--- config.mk ---
export PLATFORM = sky130hd
export DESIGN_NAME = lsf_link
export DESIGN_NICKNAME = d
export VERILOG_FILES = /design/src/rtl/lsf_pkg.sv /design/src/rtl/lsf_hdlc_tx.sv /design/src/rtl/lsf_link.sv
export SDC_FILE = /design/constraint.sdc
export NUM_CORES = 1
export LEC_CHECK = 0
export BUFFER_PORTS_ARGS = -buffer_cell sky130_fd_sc_hd__clkbuf_2
export CAP_MARGIN = 15
export CORE_ASPECT_RATIO = 0.8
export CORE_MARGIN = 5
export CORE_UTILIZATION = 30
export CTS_CLUSTER_SIZE = 20
export DETAILED_ROUTE_END_ITERATION = 8
export SETUP_SLACK_MARGIN = 0.4
export SYNTH_ARGS = -nofsm -noshare
export SYNTH_HDL_FRONTEND = slang
export SYNTH_SLANG_ARGS = --single-unit
--- constraint.sdc ---
create_clock -name i_core_clk -period 2.4 [get_ports i_core_clk]
set_input_delay 0.12 -clock i_core_clk [delete_from_list [all_inputs] [get_ports i_core_clk]]
set_output_delay 0.12 -clock i_core_clk [all_outputs]
set_load 0.03 [all_outputs]
--- src/rtl/lsf_pkg.sv ---
package lsf_pkg;

  // ==========================================
  // Register map, byte addresses
  // ==========================================
  localparam int unsigned ADDR_W = 8;
  localparam logic [7:0] REG_CTRL = 8'h00;
  localparam logic [7:0] REG_STATUS = 8'h04;
  localparam logic [7:0] REG_INT_STATUS = 8'h08;
  localparam logic [7:0] REG_INT_MASK = 8'h0C;
  localparam logic [7:0] REG_FRAME_COUNT = 8'h10;

  // ==========================================
  // Control register fields
  // ==========================================
  localparam int unsigned CTRL_W = 5;
  localparam int unsigned CTRL_MGMT_EN = 0;
  localparam int unsigned CTRL_MGMT_FAIL = 1;
  localparam int unsigned CTRL_MGMT_DEGRADE = 2;
  localparam int unsigned CTRL_TX_EN = 3;
  localparam int unsigned CTRL_WATCH_EN = 4;
  localparam logic [CTRL_W-1:0] CTRL_RESET = 5'h18;

  // ==========================================
  // Status and interrupt fields
  // ==========================================
  localparam int unsigned STAT_W = 4;
  localparam int unsigned STAT_RXCLK_DEAD = 2;
  localparam int unsigned STAT_TX_BUSY = 3;
  localparam int unsigned INT_W = 2;
  localparam int unsigned INT_COND = 0;
  localparam int unsigned INT_FRAME = 1;
  localparam logic [INT_W-1:0] INT_RESET = 2'h0;
  localparam int unsigned STRB_LOW = 0;

  // ==========================================
  // Link condition, bit 0 fail, bit 1 degrade
  // ==========================================
  typedef logic [1:0] lsf_cond_t;
  localparam int unsigned COND_FAIL = 0;
  localparam int unsigned COND_DEGRADE = 1;
  localparam lsf_cond_t COND_OK = 2'h0;

  // ==========================================
  // Framing bytes
  // ==========================================
  localparam logic [7:0] FLAG_BYTE = 8'h7E;
  localparam logic [7:0] ESC_BYTE = 8'h7D;
  localparam logic [7:0] ESC_XOR = 8'h20;
  localparam int unsigned COUNT_W = 32;

  // ==========================================
  // Timing
  // ==========================================
  localparam int unsigned CORE_CLK_MHZ = 25;
  localparam int unsigned RXCLK_TIMEOUT_NS = 2000;
  localparam int unsigned RXCLK_TIMEOUT_CYC = (RXCLK_TIMEOUT_NS * CORE_CLK_MHZ) / 1000;
  localparam int unsigned WATCH_W = 8;

  // ==========================================
  // Bus responses and framer states
  // ==========================================
  localparam logic [1:0] AXI_OKAY = 2'h0;
  localparam logic [1:0] AXI_SLVERR = 2'h2;

  typedef enum logic [3:0] {
    TX_IDLE = 4'h1,
    TX_DATA = 4'h2,
    TX_ESC = 4'h4,
    TX_EOF = 4'h8
  } lsf_tx_state_e;

endpackage : lsf_pkg
--- src/rtl/lsf_hdlc_tx.sv ---
module lsf_hdlc_tx (
  // Clock and reset
  input wire logic i_core_clk,
  input wire logic i_reset_n,
  // Control
  input wire logic i_enable,
  // Packet bytes from the MAC
  input wire logic [7:0] i_mac_data,
  input wire logic i_mac_valid,
  input wire logic i_mac_last,
  output logic o_mac_ready,
  // Framed bytes to the PHY
  output logic [7:0] o_tx_data,
  output logic o_tx_valid,
  input wire logic i_tx_ready,
  // Events
  output logic o_frame_done,
  output logic o_busy
);

  typedef struct packed {
    lsf_pkg::lsf_tx_state_e state;
    logic [7:0] hold_data;
    logic hold_last;
    logic hold_valid;
    logic mac_ready;
    logic [7:0] tx_data;
    logic tx_valid;
    logic frame_done;
    logic busy;
  } lsf_tx_s;

  localparam lsf_tx_s TX_RESET = '{state: lsf_pkg::TX_IDLE, default: '0};

  lsf_tx_s s;
  lsf_tx_s next_s;
  logic slot;

  always_comb
  begin
    next_s = s;
    next_s.frame_done = 1'b0;
    slot = !s.tx_valid || i_tx_ready;
    if (s.tx_valid && i_tx_ready)
    begin
      next_s.tx_valid = 1'b0;
    end
    // One holding byte; a registered ready costs half rate
    if (s.mac_ready && i_mac_valid)
    begin
      next_s.hold_data = i_mac_data;
      next_s.hold_last = i_mac_last;
      next_s.hold_valid = 1'b1;
    end
    case (s.state)
      lsf_pkg::TX_IDLE:
      begin
        // RULE12: opening flag
        // RULE13: each frame owns a flag
        if (slot && s.hold_valid && i_enable)
        begin
          next_s.tx_data = lsf_pkg::FLAG_BYTE;
          next_s.tx_valid = 1'b1;
          next_s.state = lsf_pkg::TX_DATA;
        end
      end
      lsf_pkg::TX_DATA:
      begin
        if (slot && s.hold_valid)
        begin
          next_s.tx_valid = 1'b1;
          // RULE14: escape flag value
          if (s.hold_data == lsf_pkg::FLAG_BYTE || s.hold_data == lsf_pkg::ESC_BYTE)
          begin
            next_s.tx_data = lsf_pkg::ESC_BYTE;
            next_s.state = lsf_pkg::TX_ESC;
          end
          else
          begin
            // RULE15: bytes kept in order
            next_s.tx_data = s.hold_data;
            next_s.hold_valid = 1'b0;
            next_s.state = s.hold_last ? lsf_pkg::TX_EOF : lsf_pkg::TX_DATA;
          end
        end
      end
      lsf_pkg::TX_ESC:
      begin
        if (slot)
        begin
          next_s.tx_data = s.hold_data ^ lsf_pkg::ESC_XOR;
          next_s.tx_valid = 1'b1;
          next_s.hold_valid = 1'b0;
          next_s.state = s.hold_last ? lsf_pkg::TX_EOF : lsf_pkg::TX_DATA;
        end
      end
      lsf_pkg::TX_EOF:
      begin
        // RULE12: closing flag
        if (slot)
        begin
          next_s.tx_data = lsf_pkg::FLAG_BYTE;
          next_s.tx_valid = 1'b1;
          next_s.frame_done = 1'b1;
          next_s.state = lsf_pkg::TX_IDLE;
        end
      end
      default:
      begin
        next_s.state = lsf_pkg::TX_IDLE;
      end
    endcase
    next_s.mac_ready = !next_s.hold_valid;
    next_s.busy = (next_s.state != lsf_pkg::TX_IDLE) || next_s.tx_valid;
  end

  always_ff @(posedge i_core_clk)
  begin
    if (!i_reset_n)
    begin
      s <= TX_RESET;
    end
    else
    begin
      s <= next_s;
    end
  end

  assign o_mac_ready = s.mac_ready;
  assign o_tx_data = s.tx_data;
  assign o_tx_valid = s.tx_valid;
  assign o_frame_done = s.frame_done;
  assign o_busy = s.busy;

endmodule : lsf_hdlc_tx

--- src/rtl/lsf_link.sv ---
// Summary of operation
// RULE1: Signal-fail input reports PHY failure
// RULE2: Signal-degrade input, tied inactive if unused
// RULE3: Management indications override pin-derived condition
// RULE4: Report to MAC only on condition change
// RULE5: Management indications accepted independent of data
// RULE6: Management: neither indication gives OK
// RULE7: Management fail gives FAIL regardless
// RULE8: Management degrade without fail gives DEGRADE
// RULE9: Pins map to OK, DEGRADE, FAIL, both
// RULE10: Stopped receive clock reports FAIL
// RULE11: PHY local sublayer failure reports FAIL
// RULE12: Flag before packet, flag after packet
// RULE13: Back-to-back packets separated by a flag
// RULE14: Escape every flag-valued packet byte
// RULE15: Frame bytes sent in fixed order
// RULE16: Two-stage synchroniser on status inputs (receive clock: one flop, compared unsynchronised)
module lsf_link (
  // Clock and reset
  input wire logic i_core_clk,
  input wire logic i_reset_n,
  // AXI4-Lite write address and data
  input wire logic [lsf_pkg::ADDR_W-1:0] i_axi_awaddr,
  input wire logic i_axi_awvalid,
  output logic o_axi_awready,
  input wire logic [31:0] i_axi_wdata,
  input wire logic [3:0] i_axi_wstrb,
  input wire logic i_axi_wvalid,
  output logic o_axi_wready,
  // AXI4-Lite write response
  output logic [1:0] o_axi_bresp,
  output logic o_axi_bvalid,
  input wire logic i_axi_bready,
  // AXI4-Lite read
  input wire logic [lsf_pkg::ADDR_W-1:0] i_axi_araddr,
  input wire logic i_axi_arvalid,
  output logic o_axi_arready,
  output logic [31:0] o_axi_rdata,
  output logic [1:0] o_axi_rresp,
  output logic o_axi_rvalid,
  input wire logic i_axi_rready,
  // PHY status
  input wire logic i_signal_fail,
  input wire logic i_signal_degrade,
  input wire logic i_phy_receive_clock,
  // Link condition to the MAC
  output logic [1:0] o_link_condition,
  output logic o_link_condition_report,
  // Packet bytes from the MAC
  input wire logic [7:0] i_mac_data,
  input wire logic i_mac_valid,
  input wire logic i_mac_last,
  output logic o_mac_ready,
  // Framed bytes to the PHY
  output logic [7:0] o_tx_data,
  output logic o_tx_valid,
  input wire logic i_tx_ready,
  // Interrupt
  output logic o_irq
);

  // ==========================================
  // State
  // ==========================================
  typedef struct packed {
    logic sf_meta;
    logic sf_sync;
    logic sd_meta;
    logic sd_sync;
    logic rxclk_prev;
    logic [lsf_pkg::WATCH_W-1:0] watch_cnt;
    logic rxclk_dead;
    lsf_pkg::lsf_cond_t cond;
    logic report;
    logic [lsf_pkg::CTRL_W-1:0] ctrl;
    logic [lsf_pkg::INT_W-1:0] int_status;
    logic [lsf_pkg::INT_W-1:0] int_mask;
    logic [lsf_pkg::COUNT_W-1:0] frame_count;
    logic irq;
    logic aw_got;
    logic [lsf_pkg::ADDR_W-1:0] aw_addr;
    logic w_got;
    logic [31:0] w_data;
    logic [3:0] w_strb;
    logic awready;
    logic wready;
    logic bvalid;
    logic [1:0] bresp;
    logic arready;
    logic rvalid;
    logic [31:0] rdata;
    logic [1:0] rresp;
  } lsf_top_s;

  localparam lsf_top_s TOP_RESET = '{
    cond: lsf_pkg::COND_OK,
    ctrl: lsf_pkg::CTRL_RESET,
    int_status: lsf_pkg::INT_RESET,
    int_mask: lsf_pkg::INT_RESET,
    bresp: lsf_pkg::AXI_OKAY,
    rresp: lsf_pkg::AXI_OKAY,
    default: '0
  };

  localparam logic [lsf_pkg::WATCH_W-1:0] WATCH_LIMIT =
    lsf_pkg::WATCH_W'(lsf_pkg::RXCLK_TIMEOUT_CYC);

  lsf_top_s s;
  lsf_top_s next_s;

  logic tx_frame_done;
  logic tx_busy;

  // ==========================================
  // Transmit framer
  // ==========================================
  lsf_hdlc_tx u_tx (
    .i_core_clk(i_core_clk),
    .i_reset_n(i_reset_n),
    .i_enable(s.ctrl[lsf_pkg::CTRL_TX_EN]),
    .i_mac_data(i_mac_data),
    .i_mac_valid(i_mac_valid),
    .i_mac_last(i_mac_last),
    .o_mac_ready(o_mac_ready),
    .o_tx_data(o_tx_data),
    .o_tx_valid(o_tx_valid),
    .i_tx_ready(i_tx_ready),
    .o_frame_done(tx_frame_done),
    .o_busy(tx_busy)
  );

  // ==========================================
  // Next state
  // ==========================================
  always_comb
  begin
    lsf_pkg::lsf_cond_t pin_cond;
    lsf_pkg::lsf_cond_t mgmt_cond;
    lsf_pkg::lsf_cond_t new_cond;
    logic [lsf_pkg::INT_W-1:0] int_set;
    logic [lsf_pkg::INT_W-1:0] int_clr;
    logic [31:0] rd_word;
    logic rd_hit;
    logic wr_hit;
    pin_cond = lsf_pkg::COND_OK;
    mgmt_cond = lsf_pkg::COND_OK;
    new_cond = lsf_pkg::COND_OK;
    int_set = '0;
    int_clr = '0;
    rd_word = '0;
    rd_hit = 1'b0;
    wr_hit = 1'b0;
    next_s = s;
    next_s.report = 1'b0;

    // RULE16: two flops per fail and degrade pin; receive clock enters the watchdog unsynchronised
    // RULE1: fail pin sampled
    // RULE2: degrade pin sampled
    next_s.sf_meta = i_signal_fail;
    next_s.sf_sync = s.sf_meta;
    next_s.sd_meta = i_signal_degrade;
    next_s.sd_sync = s.sd_meta;

    // Receive clock must toggle well below half the core rate to be seen
    next_s.rxclk_prev = i_phy_receive_clock;
    // RULE10: receive clock watchdog
    if (!s.ctrl[lsf_pkg::CTRL_WATCH_EN] || (i_phy_receive_clock != s.rxclk_prev))
    begin
      next_s.watch_cnt = '0;
      next_s.rxclk_dead = 1'b0;
    end
    else if (s.watch_cnt == WATCH_LIMIT)
    begin
      next_s.rxclk_dead = 1'b1;
    end
    else
    begin
      next_s.watch_cnt = s.watch_cnt + 1'b1;
    end

    // RULE9: pin mapping table
    // RULE11: PHY local failure is FAIL
    pin_cond[lsf_pkg::COND_FAIL] = s.sf_sync | s.rxclk_dead;
    pin_cond[lsf_pkg::COND_DEGRADE] = s.sd_sync;

    // RULE5: register-held indications, any time
    // RULE6: neither gives OK
    // RULE7: fail wins
    // RULE8: degrade without fail
    mgmt_cond[lsf_pkg::COND_FAIL] = s.ctrl[lsf_pkg::CTRL_MGMT_FAIL];
    mgmt_cond[lsf_pkg::COND_DEGRADE] =
      s.ctrl[lsf_pkg::CTRL_MGMT_DEGRADE] & ~s.ctrl[lsf_pkg::CTRL_MGMT_FAIL];

    // RULE3: management takes precedence
    new_cond = s.ctrl[lsf_pkg::CTRL_MGMT_EN] ? mgmt_cond : pin_cond;

    // RULE4: report on change only
    if (new_cond != s.cond)
    begin
      next_s.cond = new_cond;
      next_s.report = 1'b1;
      int_set[lsf_pkg::INT_COND] = 1'b1;
    end

    if (tx_frame_done)
    begin
      next_s.frame_count = s.frame_count + 1'b1;
      int_set[lsf_pkg::INT_FRAME] = 1'b1;
    end

    // ==========================================
    // Write channel
    // ==========================================
    if (i_axi_awvalid && s.awready)
    begin
      next_s.aw_got = 1'b1;
      next_s.aw_addr = i_axi_awaddr;
    end
    if (i_axi_wvalid && s.wready)
    begin
      next_s.w_got = 1'b1;
      next_s.w_data = i_axi_wdata;
      next_s.w_strb = i_axi_wstrb;
    end
    if (s.bvalid && i_axi_bready)
    begin
      next_s.bvalid = 1'b0;
    end
    if (s.aw_got && s.w_got && !s.bvalid)
    begin
      next_s.aw_got = 1'b0;
      next_s.w_got = 1'b0;
      next_s.bvalid = 1'b1;
      case (s.aw_addr)
        lsf_pkg::REG_CTRL:
        begin
          wr_hit = 1'b1;
          if (s.w_strb[lsf_pkg::STRB_LOW])
          begin
            next_s.ctrl = s.w_data[lsf_pkg::CTRL_W-1:0];
          end
        end
        lsf_pkg::REG_INT_STATUS:
        begin
          wr_hit = 1'b1;
          if (s.w_strb[lsf_pkg::STRB_LOW])
          begin
            int_clr = s.w_data[lsf_pkg::INT_W-1:0];
          end
        end
        lsf_pkg::REG_INT_MASK:
        begin
          wr_hit = 1'b1;
          if (s.w_strb[lsf_pkg::STRB_LOW])
          begin
            next_s.int_mask = s.w_data[lsf_pkg::INT_W-1:0];
          end
        end
        lsf_pkg::REG_STATUS, lsf_pkg::REG_FRAME_COUNT:
        begin
          wr_hit = 1'b1;
        end
        default:
        begin
          wr_hit = 1'b0;
        end
      endcase
      next_s.bresp = wr_hit ? lsf_pkg::AXI_OKAY : lsf_pkg::AXI_SLVERR;
    end
    next_s.awready = !next_s.aw_got && !next_s.bvalid;
    next_s.wready = !next_s.w_got && !next_s.bvalid;

    // Set beats clear so an event in the clearing cycle survives
    next_s.int_status = (s.int_status & ~int_clr) | int_set;
    next_s.irq = |(next_s.int_status & next_s.int_mask);

    // ==========================================
    // Read channel
    // ==========================================
    if (s.rvalid && i_axi_rready)
    begin
      next_s.rvalid = 1'b0;
    end
    if (i_axi_arvalid && s.arready)
    begin
      case (i_axi_araddr)
        lsf_pkg::REG_CTRL:
        begin
          rd_hit = 1'b1;
          rd_word[lsf_pkg::CTRL_W-1:0] = s.ctrl;
        end
        lsf_pkg::REG_STATUS:
        begin
          rd_hit = 1'b1;
          rd_word[lsf_pkg::COND_FAIL] = s.cond[lsf_pkg::COND_FAIL];
          rd_word[lsf_pkg::COND_DEGRADE] = s.cond[lsf_pkg::COND_DEGRADE];
          rd_word[lsf_pkg::STAT_RXCLK_DEAD] = s.rxclk_dead;
          rd_word[lsf_pkg::STAT_TX_BUSY] = tx_busy;
        end
        lsf_pkg::REG_INT_STATUS:
        begin
          rd_hit = 1'b1;
          rd_word[lsf_pkg::INT_W-1:0] = s.int_status;
        end
        lsf_pkg::REG_INT_MASK:
        begin
          rd_hit = 1'b1;
          rd_word[lsf_pkg::INT_W-1:0] = s.int_mask;
        end
        lsf_pkg::REG_FRAME_COUNT:
        begin
          rd_hit = 1'b1;
          rd_word = s.frame_count;
        end
        default:
        begin
          rd_hit = 1'b0;
        end
      endcase
      next_s.rvalid = 1'b1;
      next_s.rdata = rd_word;
      next_s.rresp = rd_hit ? lsf_pkg::AXI_OKAY : lsf_pkg::AXI_SLVERR;
    end
    next_s.arready = !next_s.rvalid;
  end

  // ==========================================
  // Registers
  // ==========================================
  always_ff @(posedge i_core_clk)
  begin
    if (!i_reset_n)
    begin
      s <= TOP_RESET;
    end
    else
    begin
      s <= next_s;
    end
  end

  // ==========================================
  // Outputs
  // ==========================================
  assign o_axi_awready = s.awready;
  assign o_axi_wready = s.wready;
  assign o_axi_bresp = s.bresp;
  assign o_axi_bvalid = s.bvalid;
  assign o_axi_arready = s.arready;
  assign o_axi_rdata = s.rdata;
  assign o_axi_rresp = s.rresp;
  assign o_axi_rvalid = s.rvalid;
  assign o_link_condition = s.cond;
  assign o_link_condition_report = s.report;
  assign o_irq = s.irq;

endmodule : lsf_link

==> results of run 1 <==
timing repair:
item	in CTS	in global routing
gates cloned	0	0
endpoints found under the hold margin	27	0
pin swaps	0	2
buffers inserted	0	1
hold buffers	27	0
endpoints found under the setup margin	5	13
resized for setup	1	4
cell usage after synthesis, types with 2 or more instances:
master / number / area [µm²]
a22oi_1: 31 / 233
nor2_1: 84 / 315
o32ai_1: 2 / 17.5
o21ai_0: 12 / 60.1
or2_0: 2 / 12.5
and2_1: 12 / 75.1
nand2_1: 73 / 274
ha_1: 3 / 37.5
nor4b_1: 3 / 26.3
nand2b_1: 6 / 37.5
nand3_1: 23 / 115
or3_1: 6 / 37.5
buf_4: 46 / 345
nor4_1: 7 / 43.8
mux4_2: 2 / 45.0
o21ai_1: 4 / 20.0
clkbuf_1: 23 / 86.3
mux2i_1: 10 / 100
inv_1: 8 / 30.0
a21oi_1: 46 / 230
nand4_1: 14 / 87.6
dfxtp_1: 140 / 2800
nor3_1: 9 / 45.0
and4_1: 7 / 61.3
xor2_1: 20 / 175
o221a_1: 3 / 33.8
nor2b_1: 4 / 25.0
buf_2: 6 / 30.0
xnor2_1: 16 / 140
and3_1: 10 / 62.6
or4_1: 2 / 15.0
a211o_1: 2 / 17.5
a211oi_1: 2 / 15.0
power groups by stage:
stage	combinational (mW)	sequential (mW)	clock [mW]
4_1_cts	0.334	2.43	2.83
3_3_place_gp	0.296	2.48	0
2_1_floorplan	0.201	2.48	0
3_5_place_dp	0.298	2.48	0
5_1_grt	0.369	2.44	2.93
6_report	0.332	2.43	2.76
area by class of cell:
| type | instances | share of cell area, % |
|---|---|---|
| repair buffers | 133 | 11.8 |
| flip-flops and latches | 140 | 38.7 |
| multi-input cells | 438 | 36.0 |
| clock buffers | 21 | 6.35 |
| clock inverters | 11 | 2.29 |
| inverters | 9 | 0.466 |
| well taps | 258 | 4.45 |
per-stage QoR:
stage | hold slack (ns) | worst slack [ns] | instance area (µm²) | power, mW
2_1_floorplan | 0.242 | 0.483 | 5900 | 2.68
3_3_place_gp | 0.332 | 0.372 | 6320 | 2.77
3_5_place_dp | 0.331 | 0.358 | 6320 | 2.78
4_1_cts | 0.0113 | 0.416 | 7220 | 5.59
5_1_grt | 0.0525 | 0.409 | 7250 | 5.74
6_report | 0.0365 | 0.538 | 7250 | 5.52
worst max path at each step:
stage                    start          to  slack, ns  cells after the start
finish                   s[79]      s[128]       0.54                      5
global route        u_tx.s[19]  u_tx.s[23]       0.41                      5
CTS                      s[79]      s[128]       0.42                      5
detailed placement       s[79]      s[127]       0.36                      5
global placement         s[79]      s[127]       0.37                      5
floorplan                s[79]      s[127]       0.48                      6
routing by layer:
layer  wire length, µm  global-route usage [%]  vias up
li1                  -                       -     2416
met3               743                    4.78        7
met5                 0                       0        -
met1              7230                    17.6     2179
met2              6220                    18.7       94
met4               123                    3.73        0
sequential cells by signal (all words and copies together) (netlist names), 2 cells and up:
signal and flops:
s 69, u_tx.s 14, o_link_condition 2, next_s 2, u_tx.o_tx_data 8, o_axi_rdata 32
worst reg2reg max path, stage by stage (launching register included):
cell	delay, ns
dfxtp_1	0.31
or4_4	0.57
nor4_4	0.16
or3b_4	0.46
mux2i_1	0.17
nand2_1	0.06
cell families after synthesis:
group,count (synthesis),share of synthesized area [%]
xor gates and xnor gates,36,5.35
AOI/OAI and AO/OA,110,11.8
adders and majority gates,3,0.636
buffers and inverters,86,8.65
and+or+nand+nor,274,23.4
DFF,140,47.5
muxes,13,2.65
other,1,0.0636
==> results by group, run 1 <==
Routing
  • Post-route ant nets: 0
  • Vias: 4696
  • Post-Route WL: 14300 µm
  • Wire per inst: 14.2 µm
  • DRT Pass-1 Iters: 5
  • 1st-iter DRT viols: 310
  • Via density: 4.65
  • Drt drc: 0

Place
  • Routability-driven placement congestion ratio: 0.788
  • Number of port buffers: 95
  • # placed instances: 950
  • HPWL Detailed: 9940 µm

Power
  • VDD IR max: 0.372 mV
  • Internal Power: 4.30 mW
  • Net Sw Frac: 22.0%
  • Cell Pwr Density: 761 nW/µm²
  • Psw: 1.22 mW
  • Reg power frac: 44.0%
  • Share of power burned in the clock network: 50.0%
  • Leakage: 2.88 nW
  • Combinational power share: 6.0%

Clock network
  • TritonCTS buffer count: 17
  • Htree depth: 4
  • Clock Latency Late Sink: 0.41 ns
  • Clk sink count: 140
  • Max clock buf depth: 2
  • CTS root buf: clkbuf_16
  • TritonCTS clock tree: done
  • Clock edge transition at the registers on the reported setup and hold paths: 0.06 ns

Timing
  • Worst slew margin: 57.8%
  • Fin crit period: 1.86 ns
  • Setup TNS: 0 ns
  • Crit share post-route: 77.6%
  • Fin. max-slew vios: 0
  • Final Hold Vio Count: 0
  • RSZ-0062 raised after global routing: no
  • Worst-Margin Slew: 0.624 ns
  • Layout Skew: 0.00763 ns
  • Max Freq: 537 MHz
  • Count of final setup violators: 0

Logic synthesis
  • Seq/Total Area, Yosys: 47.5%
  • Synthesized area per cell: 8.90 µm²
  • Top FF cell, synth: dfxtp_1
  • Synth cell types: 58
  • Syn Inst Count: 663
  • Post-synthesis cell area: 5900 µm²
  • Ys async rst share: 0%
  • Seq cells post-synth: 140
  • Post-synth EDFFs: 0
  • Syn. warnings: 0

Critical path
  • Critical Path Source Type: register
  • R2r worst-path depth: 5
  • Maximum fanout along the worst path: 5
  • Max stage delay on crit path: 0.57 ns
  • Worst path bufs/invs: 0
  • Worst path required time: 2.69 ns
  • CP Capture Type: register
  • Setup slack, reg-to-reg: 0.54 ns
  • CP cell instances: or4_4 -> nor4_4 -> or3b_4 -> mux2i_1 -> nand2_1
  • Worst EP arrival: 2.15 ns
  • Top delay family on crit path: simple AND/OR/NAND/NOR gates
  • Crit Reg-Reg Endpoint: s[128]
  • CP max-delay cell: or4_4
  • Worst R2R Start: s[79]
  • Setup Crit Path Kind: register to register

Cells and area
  • Antenna Cells: 0
  • Final Net Count: 815
  • Area of the multi-input gates: 2610 µm²
  • Fillers: 2002
  • Area growth, synth to finish: 23.0%
  • Most frequent cells in the layout: dfxtp_1, clkbuf_2, nor2_1
  • Share of layout cells above drive strength 1: 20.2%
  • Core Util, Final: 37.9%
  • Register area: 2800 µm²
  • Non-filler cells, final: 1010
  • Most common cell after layout, fill and taps aside: dfxtp_1

GRT
  • First-pass GRT wire length: 23300 µm
  • Tot GR Track Use: 12.8%
  • Largest net degree at the start of global routing: 108
  • Total global routing overflow: 0
  • Antenna violations before repair: 0
  • Number of global-route vias before repair: 4494

Status
  • Status: complete, no violations

Worst hold path
  • Hold endpoint: o_axi_rdata[2]
  • Hold WC Path Type: input pin to register
  • Worst Min Path Start: i_axi_arvalid
  • Hold Path Depth: 3

Floorplan
  • Std-Cell Rows: 45
  • Die Area: 22600 µm²
  • IO Pins: 128
  • Die Height: 135 µm
  • Starting Density: 30.8%
  • Core area: 19100 µm²
  • DIE WIDTH: 167 µm

Run
  • Max-cap violations: 0
Power figures use the tool's default switching activity.
==> inputs of run 2 (changes only) <==
- ABC_AREA: default -> 1
- clock period: 2.4 -> 1.8 ns (I/O delays scaled with it)
==> results by group, run 2 <==
GRT
  • Tot GR Track Use: 13.6% (was 12.8%)
  • Largest net degree at the start of global routing: 41 (was 108)
  • First-pass GRT wire length: 27600 µm (was 23300 µm)
  • Number of global-route vias before repair: 5716 (was 4494)
  • Antenna violations before repair: 0 (unchanged)
  • Total global routing overflow: 0 (unchanged)

Logic synthesis
  • Synth top area share: 43.5% (was 47.5%)
  • Synthesized area per cell: 7.10 µm² (was 8.90 µm²)
  • Post-synth top cells: nand2_1, dfxtp_1, nor2_1, inv_1, a21oi_1 (was dfxtp_1, nor2_1, nand2_1, a21oi_1, buf_4)
  • Ys async rst share: 0% (unchanged)
  • Syn Inst Count: 907 (was 663)
  • Cell taking the most area after synthesis: dfxtp_1 (unchanged)
  • Post-synthesis cell area: 6440 µm² (was 5900 µm²)
  • Most common cell in the netlist: nand2_1 (was dfxtp_1)
  • Post-synth EDFFs: 0 (unchanged)
  • Seq cells post-synth: 140 (unchanged)
  • Top FF cell, synth: dfxtp_1 (unchanged)
  • Synth cell types: 40 (was 58)
  • Syn. warnings: 0 (unchanged)
  • Seq/Total Area, Yosys: 43.5% (was 47.5%)
  • Largest cells by area after synthesis: dfxtp_1, nand2_1, nor2_1 (was dfxtp_1, buf_4, nor2_1)

Place
  • Number of port buffers: 95 (unchanged)
  • # placed instances: 1218 (was 950)
  • Pre-CTS WS: 0.246 ns (was 0.358 ns)
  • Routability-driven placement congestion ratio: 0.819 (was 0.788)
  • HPWL Detailed: 11500 µm (was 9940 µm)

Routing
  • Vias: 5932 (was 4696)
  • Metal-1 WL: 8460 µm (was 7230 µm)
  • 1st-iter DRT viols: 314 (was 310)
  • DRT Pass-1 Iters: 5 (unchanged)
  • Highest Signal Layer: met4 (unchanged)
  • Post-route ant nets: 0 (unchanged)
  • Post-Route WL: 16800 µm (was 14300 µm)
  • Via density: 4.57 (was 4.65)
  • Wire length on met3: 993 µm (was 743 µm)
  • Wire per inst: 12.9 µm (was 14.2 µm)
  • Met2 Wirelength: 7100 µm (was 6220 µm)
  • Drt drc: 0 (unchanged)

Clock network
  • Clk sink count: 140 (unchanged)
  • TritonCTS clock tree: done (unchanged)
  • TritonCTS buffer count: 17 (unchanged)
  • Htree depth: 4 (unchanged)
  • CTS root buf: clkbuf_16 (unchanged)
  • Max clock buf depth: 2 (unchanged)
  • Clock edge transition at the registers on the reported setup and hold paths: 0.06 ns (about the same)
  • Clock Latency Late Sink: 0.43 ns (was 0.41 ns)

Cells and area
  • Most frequent cells in the layout: nand2_1, nor2_1, dfxtp_1 (was dfxtp_1, clkbuf_2, nor2_1)
  • Final Net Count: 1085 (was 815)
  • Most common cell after layout, fill and taps aside: nand2_1 (was dfxtp_1)
  • Area of the multi-input gates: 3110 µm² (was 2610 µm²)
  • Non-filler cells, final: 1297 (was 1010)
  • Largest register FFs: 69 (unchanged)
  • Area growth, synth to finish: 28.2% (was 23.0%)
  • Largest register by flop count: s (unchanged)
  • Fillers: 2281 (was 2002)
  • Antenna Cells: 0 (unchanged)
  • Register area: 2870 µm² (was 2800 µm²)
  • Share of layout cells above drive strength 1: 26.4% (was 20.2%)

Floorplan
  • Std-Cell Rows: 48 (was 45)
  • Core area: 21400 µm² (was 19100 µm²)
  • Die Height: 141 µm (was 135 µm)
  • IO Pins: 128 (unchanged)
  • Die Area: 24500 µm² (was 22600 µm²)
  • DIE WIDTH: 174 µm (was 167 µm)
  • Starting Density: 30.1% (was 30.8%)

Timing
  • Worst slew margin: 64.3% (was 57.8%)
  • Final Hold Vio Count: 0 (unchanged)
  • Fin crit period: 1.45 ns (was 1.86 ns)
  • Fin. max-slew vios: 0 (unchanged)
  • Setup TNS: 0 ns (unchanged)
  • Crit share post-route: 80.3% (was 77.6%)
  • Worst-Margin Slew: 0.531 ns (was 0.624 ns)
  • Final hold slack: 0.0753 ns (was 0.0365 ns)
  • Final Worst Setup Slack: 0.354 ns (was 0.538 ns)
  • Count of final setup violators: 0 (unchanged)
  • Layout Skew: 0.0107 ns (was 0.00763 ns)
  • RSZ-0062 raised after global routing: yes (was no)
  • Max Freq: 692 MHz (was 537 MHz)

Critical path
  • Setup Crit Path Kind: register to register (unchanged)
  • Maximum fanout along the worst path: 5 (unchanged)
  • Setup slack, reg-to-reg: 0.35 ns (was 0.54 ns)
  • Worst R2R Start: s[89] (was s[79])
  • R2r worst-path depth: 8 (was 5)
  • Worst path required time: 2.11 ns (was 2.69 ns)
  • Critical Path Source Type: register (unchanged)
  • Crit Reg-Reg Endpoint: s[114] (was s[128])
  • Worst EP arrival: 1.76 ns (was 2.15 ns)
  • CP Capture Type: register (unchanged)

Power
  • VDD IR max: 0.517 mV (was 0.372 mV)
  • Power, Total: 7.19 mW (was 5.52 mW)
  • Cell Pwr Density: 870 nW/µm² (was 761 nW/µm²)
  • Leakage: 3.42 nW (was 2.88 nW)

Status
  • Status: complete, no violations (unchanged)

Worst hold path
  • Hold Path Depth: 3 (unchanged)
  • Worst Min Path Start: i_reset_n (was i_axi_arvalid)
  • Hold endpoint: s[85] (was o_axi_rdata[2])
  • Hold WC Path Type: input pin to register (unchanged)

Run
  • Max-cap violations: 0 (unchanged)
run 2: changes by cell type after synthesis, sizes merged, moves of 7 or more:
cell   before  now
mux2i      10    0
nor2       84  147
and4        7    0
xor2       20    5
o21ai      16   48
a21oi      46   85
inv         9   95
nand2      73  185
and3       10    1
xnor2      16    1
and2       12    1
a22oi      31    0
nand3      24   70
run 2: report_power, final:
part           internal [mW]  total, mW  switching (mW)  leakage (nW)
combinational          0.211      0.577           0.365          2.01
sequential              3.17       3.23          0.0613          1.15
clock                   1.92       3.38            1.45         0.264
total                   5.31       7.19            1.88          3.42
run 2: cell families (layout without fill, tap and decap cells):
logic type	after synthesis	in the layout	share of synthesized area [%]
XOR/XNOR	6	6	0.816
AO/OA/AOI/OAI	145	145	11.8
AND/OR/NAND/NOR	446	446	30.6
flip-flops	140	140	43.5
buffers and inverters	166	280	12.6
other	1	2	0.0582
adder cells (fa/ha/maj)	3	3	0.583
run 2: worst max path at each step:
stage | start | end | slack, ns | depth (start not counted)
6_report | s[89] | s[114] | 0.35 | 8
4_1_cts | s[89] | s[96] | 0.35 | 8
3_5_place_dp | s[89] | s[114] | 0.25 | 8
2_1_floorplan | o_axi_arready | o_axi_rresp[1] | 0.42 | 6
5_1_grt | s[89] | s[114] | 0.28 | 8
3_3_place_gp | s[89] | s[114] | 0.24 | 8
run 2: layout make-up:
| type | count | share of cell area [%] |
|---|---|---|
| Clock inverter | 14 | 1.64 |
| Inverter | 96 | 4.36 |
| Sequential cell | 140 | 34.7 |
| Clock buffer | 18 | 5.20 |
| Tap cell | 275 | 4.17 |
| Multi-Input combinational cell | 602 | 37.7 |
| Timing Repair Buffer | 152 | 12.3 |
run 2: critical path, stage by stage (launching register included):
cell     delay [ns]
dfxtp_4        0.38
ha_4           0.15
nand2_2        0.07
nor2_4         0.14
nand3_1        0.15
nor2_4         0.19
nand2_1        0.09
o21ai_1        0.13
nor2_1         0.05
run 2: per-layer routing:
layer / vias to the layer above / track usage, %
li1: 3087 / -
met3: 18 / 4.61
met5: - / 0
met4: 0 / 3.79
met2: 109 / 20.5
met1: 2718 / 18.7
run 2: metrics by stage:
step / utilization [%] / area (µm²)
2_1_floorplan: - / 6450
3_3_place_gp: 32.4 / 6930
3_5_place_dp: 32.4 / 6930
4_1_cts: 37.0 / 7900
5_1_grt: 38.6 / 8260
6_report: 38.6 / 8260
run 2: timing repair:
| action | 4_1_cts | 5_1_grt |
|---|---|---|
| endpoints found under the setup margin | 24 | 42 |
| gates resized for setup | 31 | 88 |
| hold buffers | 29 | 0 |
| hold endpoints to repair | 31 | 0 |
| setup buffers | 5 | 13 |
| pin swaps | 15 | 21 |
==> inputs of run 3 (changes only) <==
- clock period: 1.8 -> 1.35 ns (I/O delays scaled with it)
==> results by group, run 3 (synthesized netlist as in run 2, its figures left out) <==
Power
  • Leakage: 4.86 nW (was 3.42 nW)
  • Cell Pwr Density: 951 nW/µm² (was 870 nW/µm²)
  • VDD IR max: 0.603 mV (was 0.517 mV)
  • Power, Total: 10.9 mW (was 7.19 mW)

GRT
  • Number of global-route vias before repair: 6508 (was 5716)
  • Antenna violations before repair: 0 (unchanged)
  • Total global routing overflow: 0 (unchanged)
  • Tot GR Track Use: 16.2% (was 13.6%)
  • First-pass GRT wire length: 32400 µm (was 27600 µm)
  • Largest net degree at the start of global routing: 38 (was 41)

Status
  • Violated checks: negative setup slack
  • Status: complete, but fails checks (was complete, no violations)

Cells and area
  • Core Util, Final: 53.7% (was 38.6%)
  • Most frequent cells in the layout: buf_4, nand2_1, nor2_1 (was nand2_1, nor2_1, dfxtp_1)
  • Final Net Count: 1222 (was 1085)
  • Largest register by flop count: s (unchanged)
  • Area growth, synth to finish: 78.2% (was 28.2%)
  • Most common cell after layout, fill and taps aside: buf_4 (was nand2_1)
  • Share of layout cells above drive strength 1: 56.2% (was 26.4%)
  • Largest register FFs: 69 (unchanged)
  • Antenna Cells: 0 (unchanged)
  • Non-filler cells, final: 1434 (was 1297)

Timing
  • RSZ-0062 raised after global routing: yes (unchanged)
  • Max Freq: 700 MHz (was 692 MHz)
  • Crit share post-route: 106% (was 80.3%)
  • Layout Skew: 0.0129 ns (was 0.0107 ns)
  • Worst slew margin: 65.8% (was 64.3%)
  • Setup TNS: -0.581 ns (was 0 ns)
  • Fin. max-slew vios: 0 (unchanged)
  • Worst-Margin Slew: 0.512 ns (was 0.531 ns)
  • Count of final setup violators: 16 (was 0)
  • Final Hold Vio Count: 0 (unchanged)
  • Final Worst Setup Slack: -0.0795 ns (was 0.354 ns)
  • Fin crit period: 1.43 ns (was 1.45 ns)

Place
  • Routability-driven placement congestion ratio: 0.848 (was 0.819)
  • # placed instances: 1274 (was 1218)
  • HPWL Detailed: 12200 µm (was 11500 µm)
  • Number of port buffers: 95 (unchanged)

Floorplan
  • DIE WIDTH: 174 µm (unchanged)
  • Die Height: 141 µm (unchanged)
  • IO Pins: 128 (unchanged)
  • Starting Density: 30.1% (unchanged)
  • Die Area: 24500 µm² (unchanged)
  • Std-Cell Rows: 48 (unchanged)
  • Core area: 21400 µm² (unchanged)

Critical path
  • Worst EP arrival: 1.78 ns (was 1.76 ns)
  • Worst path required time: 1.70 ns (was 2.11 ns)
  • Maximum fanout along the worst path: 6 (was 5)
  • R2r worst-path depth: 9 (was 8)
  • CP Capture Type: register (unchanged)
  • Setup Crit Path Kind: register to register (unchanged)
  • Critical Path Source Type: register (unchanged)

Routing
  • DRT Pass-1 Iters: 5 (unchanged)
  • Drt drc: 0 (unchanged)
  • Wire per inst: 14.5 µm (was 12.9 µm)
  • Post-Route WL: 20800 µm (was 16800 µm)
  • Via density: 4.63 (was 4.57)
  • Vias: 6642 (was 5932)
  • 1st-iter DRT viols: 351 (was 314)
  • Post-route ant nets: 0 (unchanged)

Clock network
  • Max clock buf depth: 2 (unchanged)
  • TritonCTS buffer count: 17 (unchanged)
  • TritonCTS clock tree: done (unchanged)
  • Clock edge transition at the registers on the reported setup and hold paths: 0.06 ns (about the same)
  • CTS root buf: clkbuf_16 (unchanged)
  • Htree depth: 4 (unchanged)
  • Clk sink count: 140 (unchanged)
  • Clock Latency Late Sink: 0.43 ns (about the same)

Run
  • Max-cap violations: 0 (unchanged)

Worst hold path
  • Hold Path Depth: 3 (unchanged)
  • Hold WC Path Type: input pin to register (unchanged)
==> run 3: cell count changes in the layout (fill, tap and decap cells not counted), moves of 26 or more <==
| cell | change |
|---|---|
| buf_6 | +26 |
| dfxtp_1 | -66 |
| nand3_1 | -33 |
| clkbuf_2 | -53 |
| a21oi_2 | +32 |
| nand2_1 | -60 |
| nand2_2 | +26 |
| buf_8 | +54 |
| a21oi_1 | -34 |
| buf_4 | +90 |
| nand2_4 | +32 |
| dfxtp_2 | +41 |
==> run 3: metrics by stage <==
step | area [µm²] | setup WS (ns) | hold slack, ns
after floorplan | 6900 | 0.0890 | 0.161
after global placement | 7740 | -0.00599 | 0.261
after detailed placement | 7740 | -0.0348 | 0.262
after CTS | 10700 | -0.0484 | 0.00819
after global routing | 11500 | -0.174 | 0.000272
final | 11500 | -0.0795 | 0.0103
==> run 3: worst paths after layout <==
path	end	from	slack, ns
worst min-delay path	u_tx.s[15]	i_mac_valid	0.01
worst max-delay path	s[98]	s[89]	-0.08
worst max register to register	s[98]	s[89]	-0.08
worst min register to register	s[144]	next_s[144]	0.42
==> run 3: repair_timing <==
| action | 4_1_cts | 5_1_grt |
|---|---|---|
| hold buffers | 30 | 0 |
| buffers inserted | 50 | 38 |
| gates resized for setup | 390 | 171 |
| pin swaps | 110 | 82 |
| cloned | 7 | 3 |
| hold endpoints to repair | 31 | 0 |
| endpoints found under the setup margin | 160 | 168 |
==> run 3: final cells by class <==
type	count	area (µm²)
fillers	1855	9900
repair buffers	284	2860
multi-input cells	602	4120
clock inverters	12	181
inverters	96	402
repair inverters	5	85.1
flip-flops and latches	140	3010
well taps	275	344
clock buffers	20	468
==> run 3: critical path, cell delays in order (launching register included) <==
cell,delay [ns]
dfxtp_4,0.37
ha_4,0.15
nand2_4,0.05
nor2_4,0.13
nand2_4,0.09
nor2_4,0.18
nand2_1,0.08
nand2_1,0.06
nand2_1,0.06
a31oi_1,0.17
==> run 3: metal layers <==
layer,vias to the layer above,global-route usage [%],wire length [µm],share of wire (%)
met1,3105,21.0,9680,47
met2,120,26.4,9870,48
met4,0,5.66,359,1.7
met5,-,0,0,0
li1,3387,-,-,-
met3,30,3.99,842,4.1
==> run 3: power by group <==
| group | leakage [nW] | switching (mW) | total (mW) | internal [mW] |
|---|---|---|---|---|
| Combinational | 3.36 | 0.727 | 1.41 | 0.681 |
| Sequential | 1.19 | 0.127 | 4.33 | 4.20 |
| Clock | 0.313 | 1.91 | 5.18 | 3.27 |
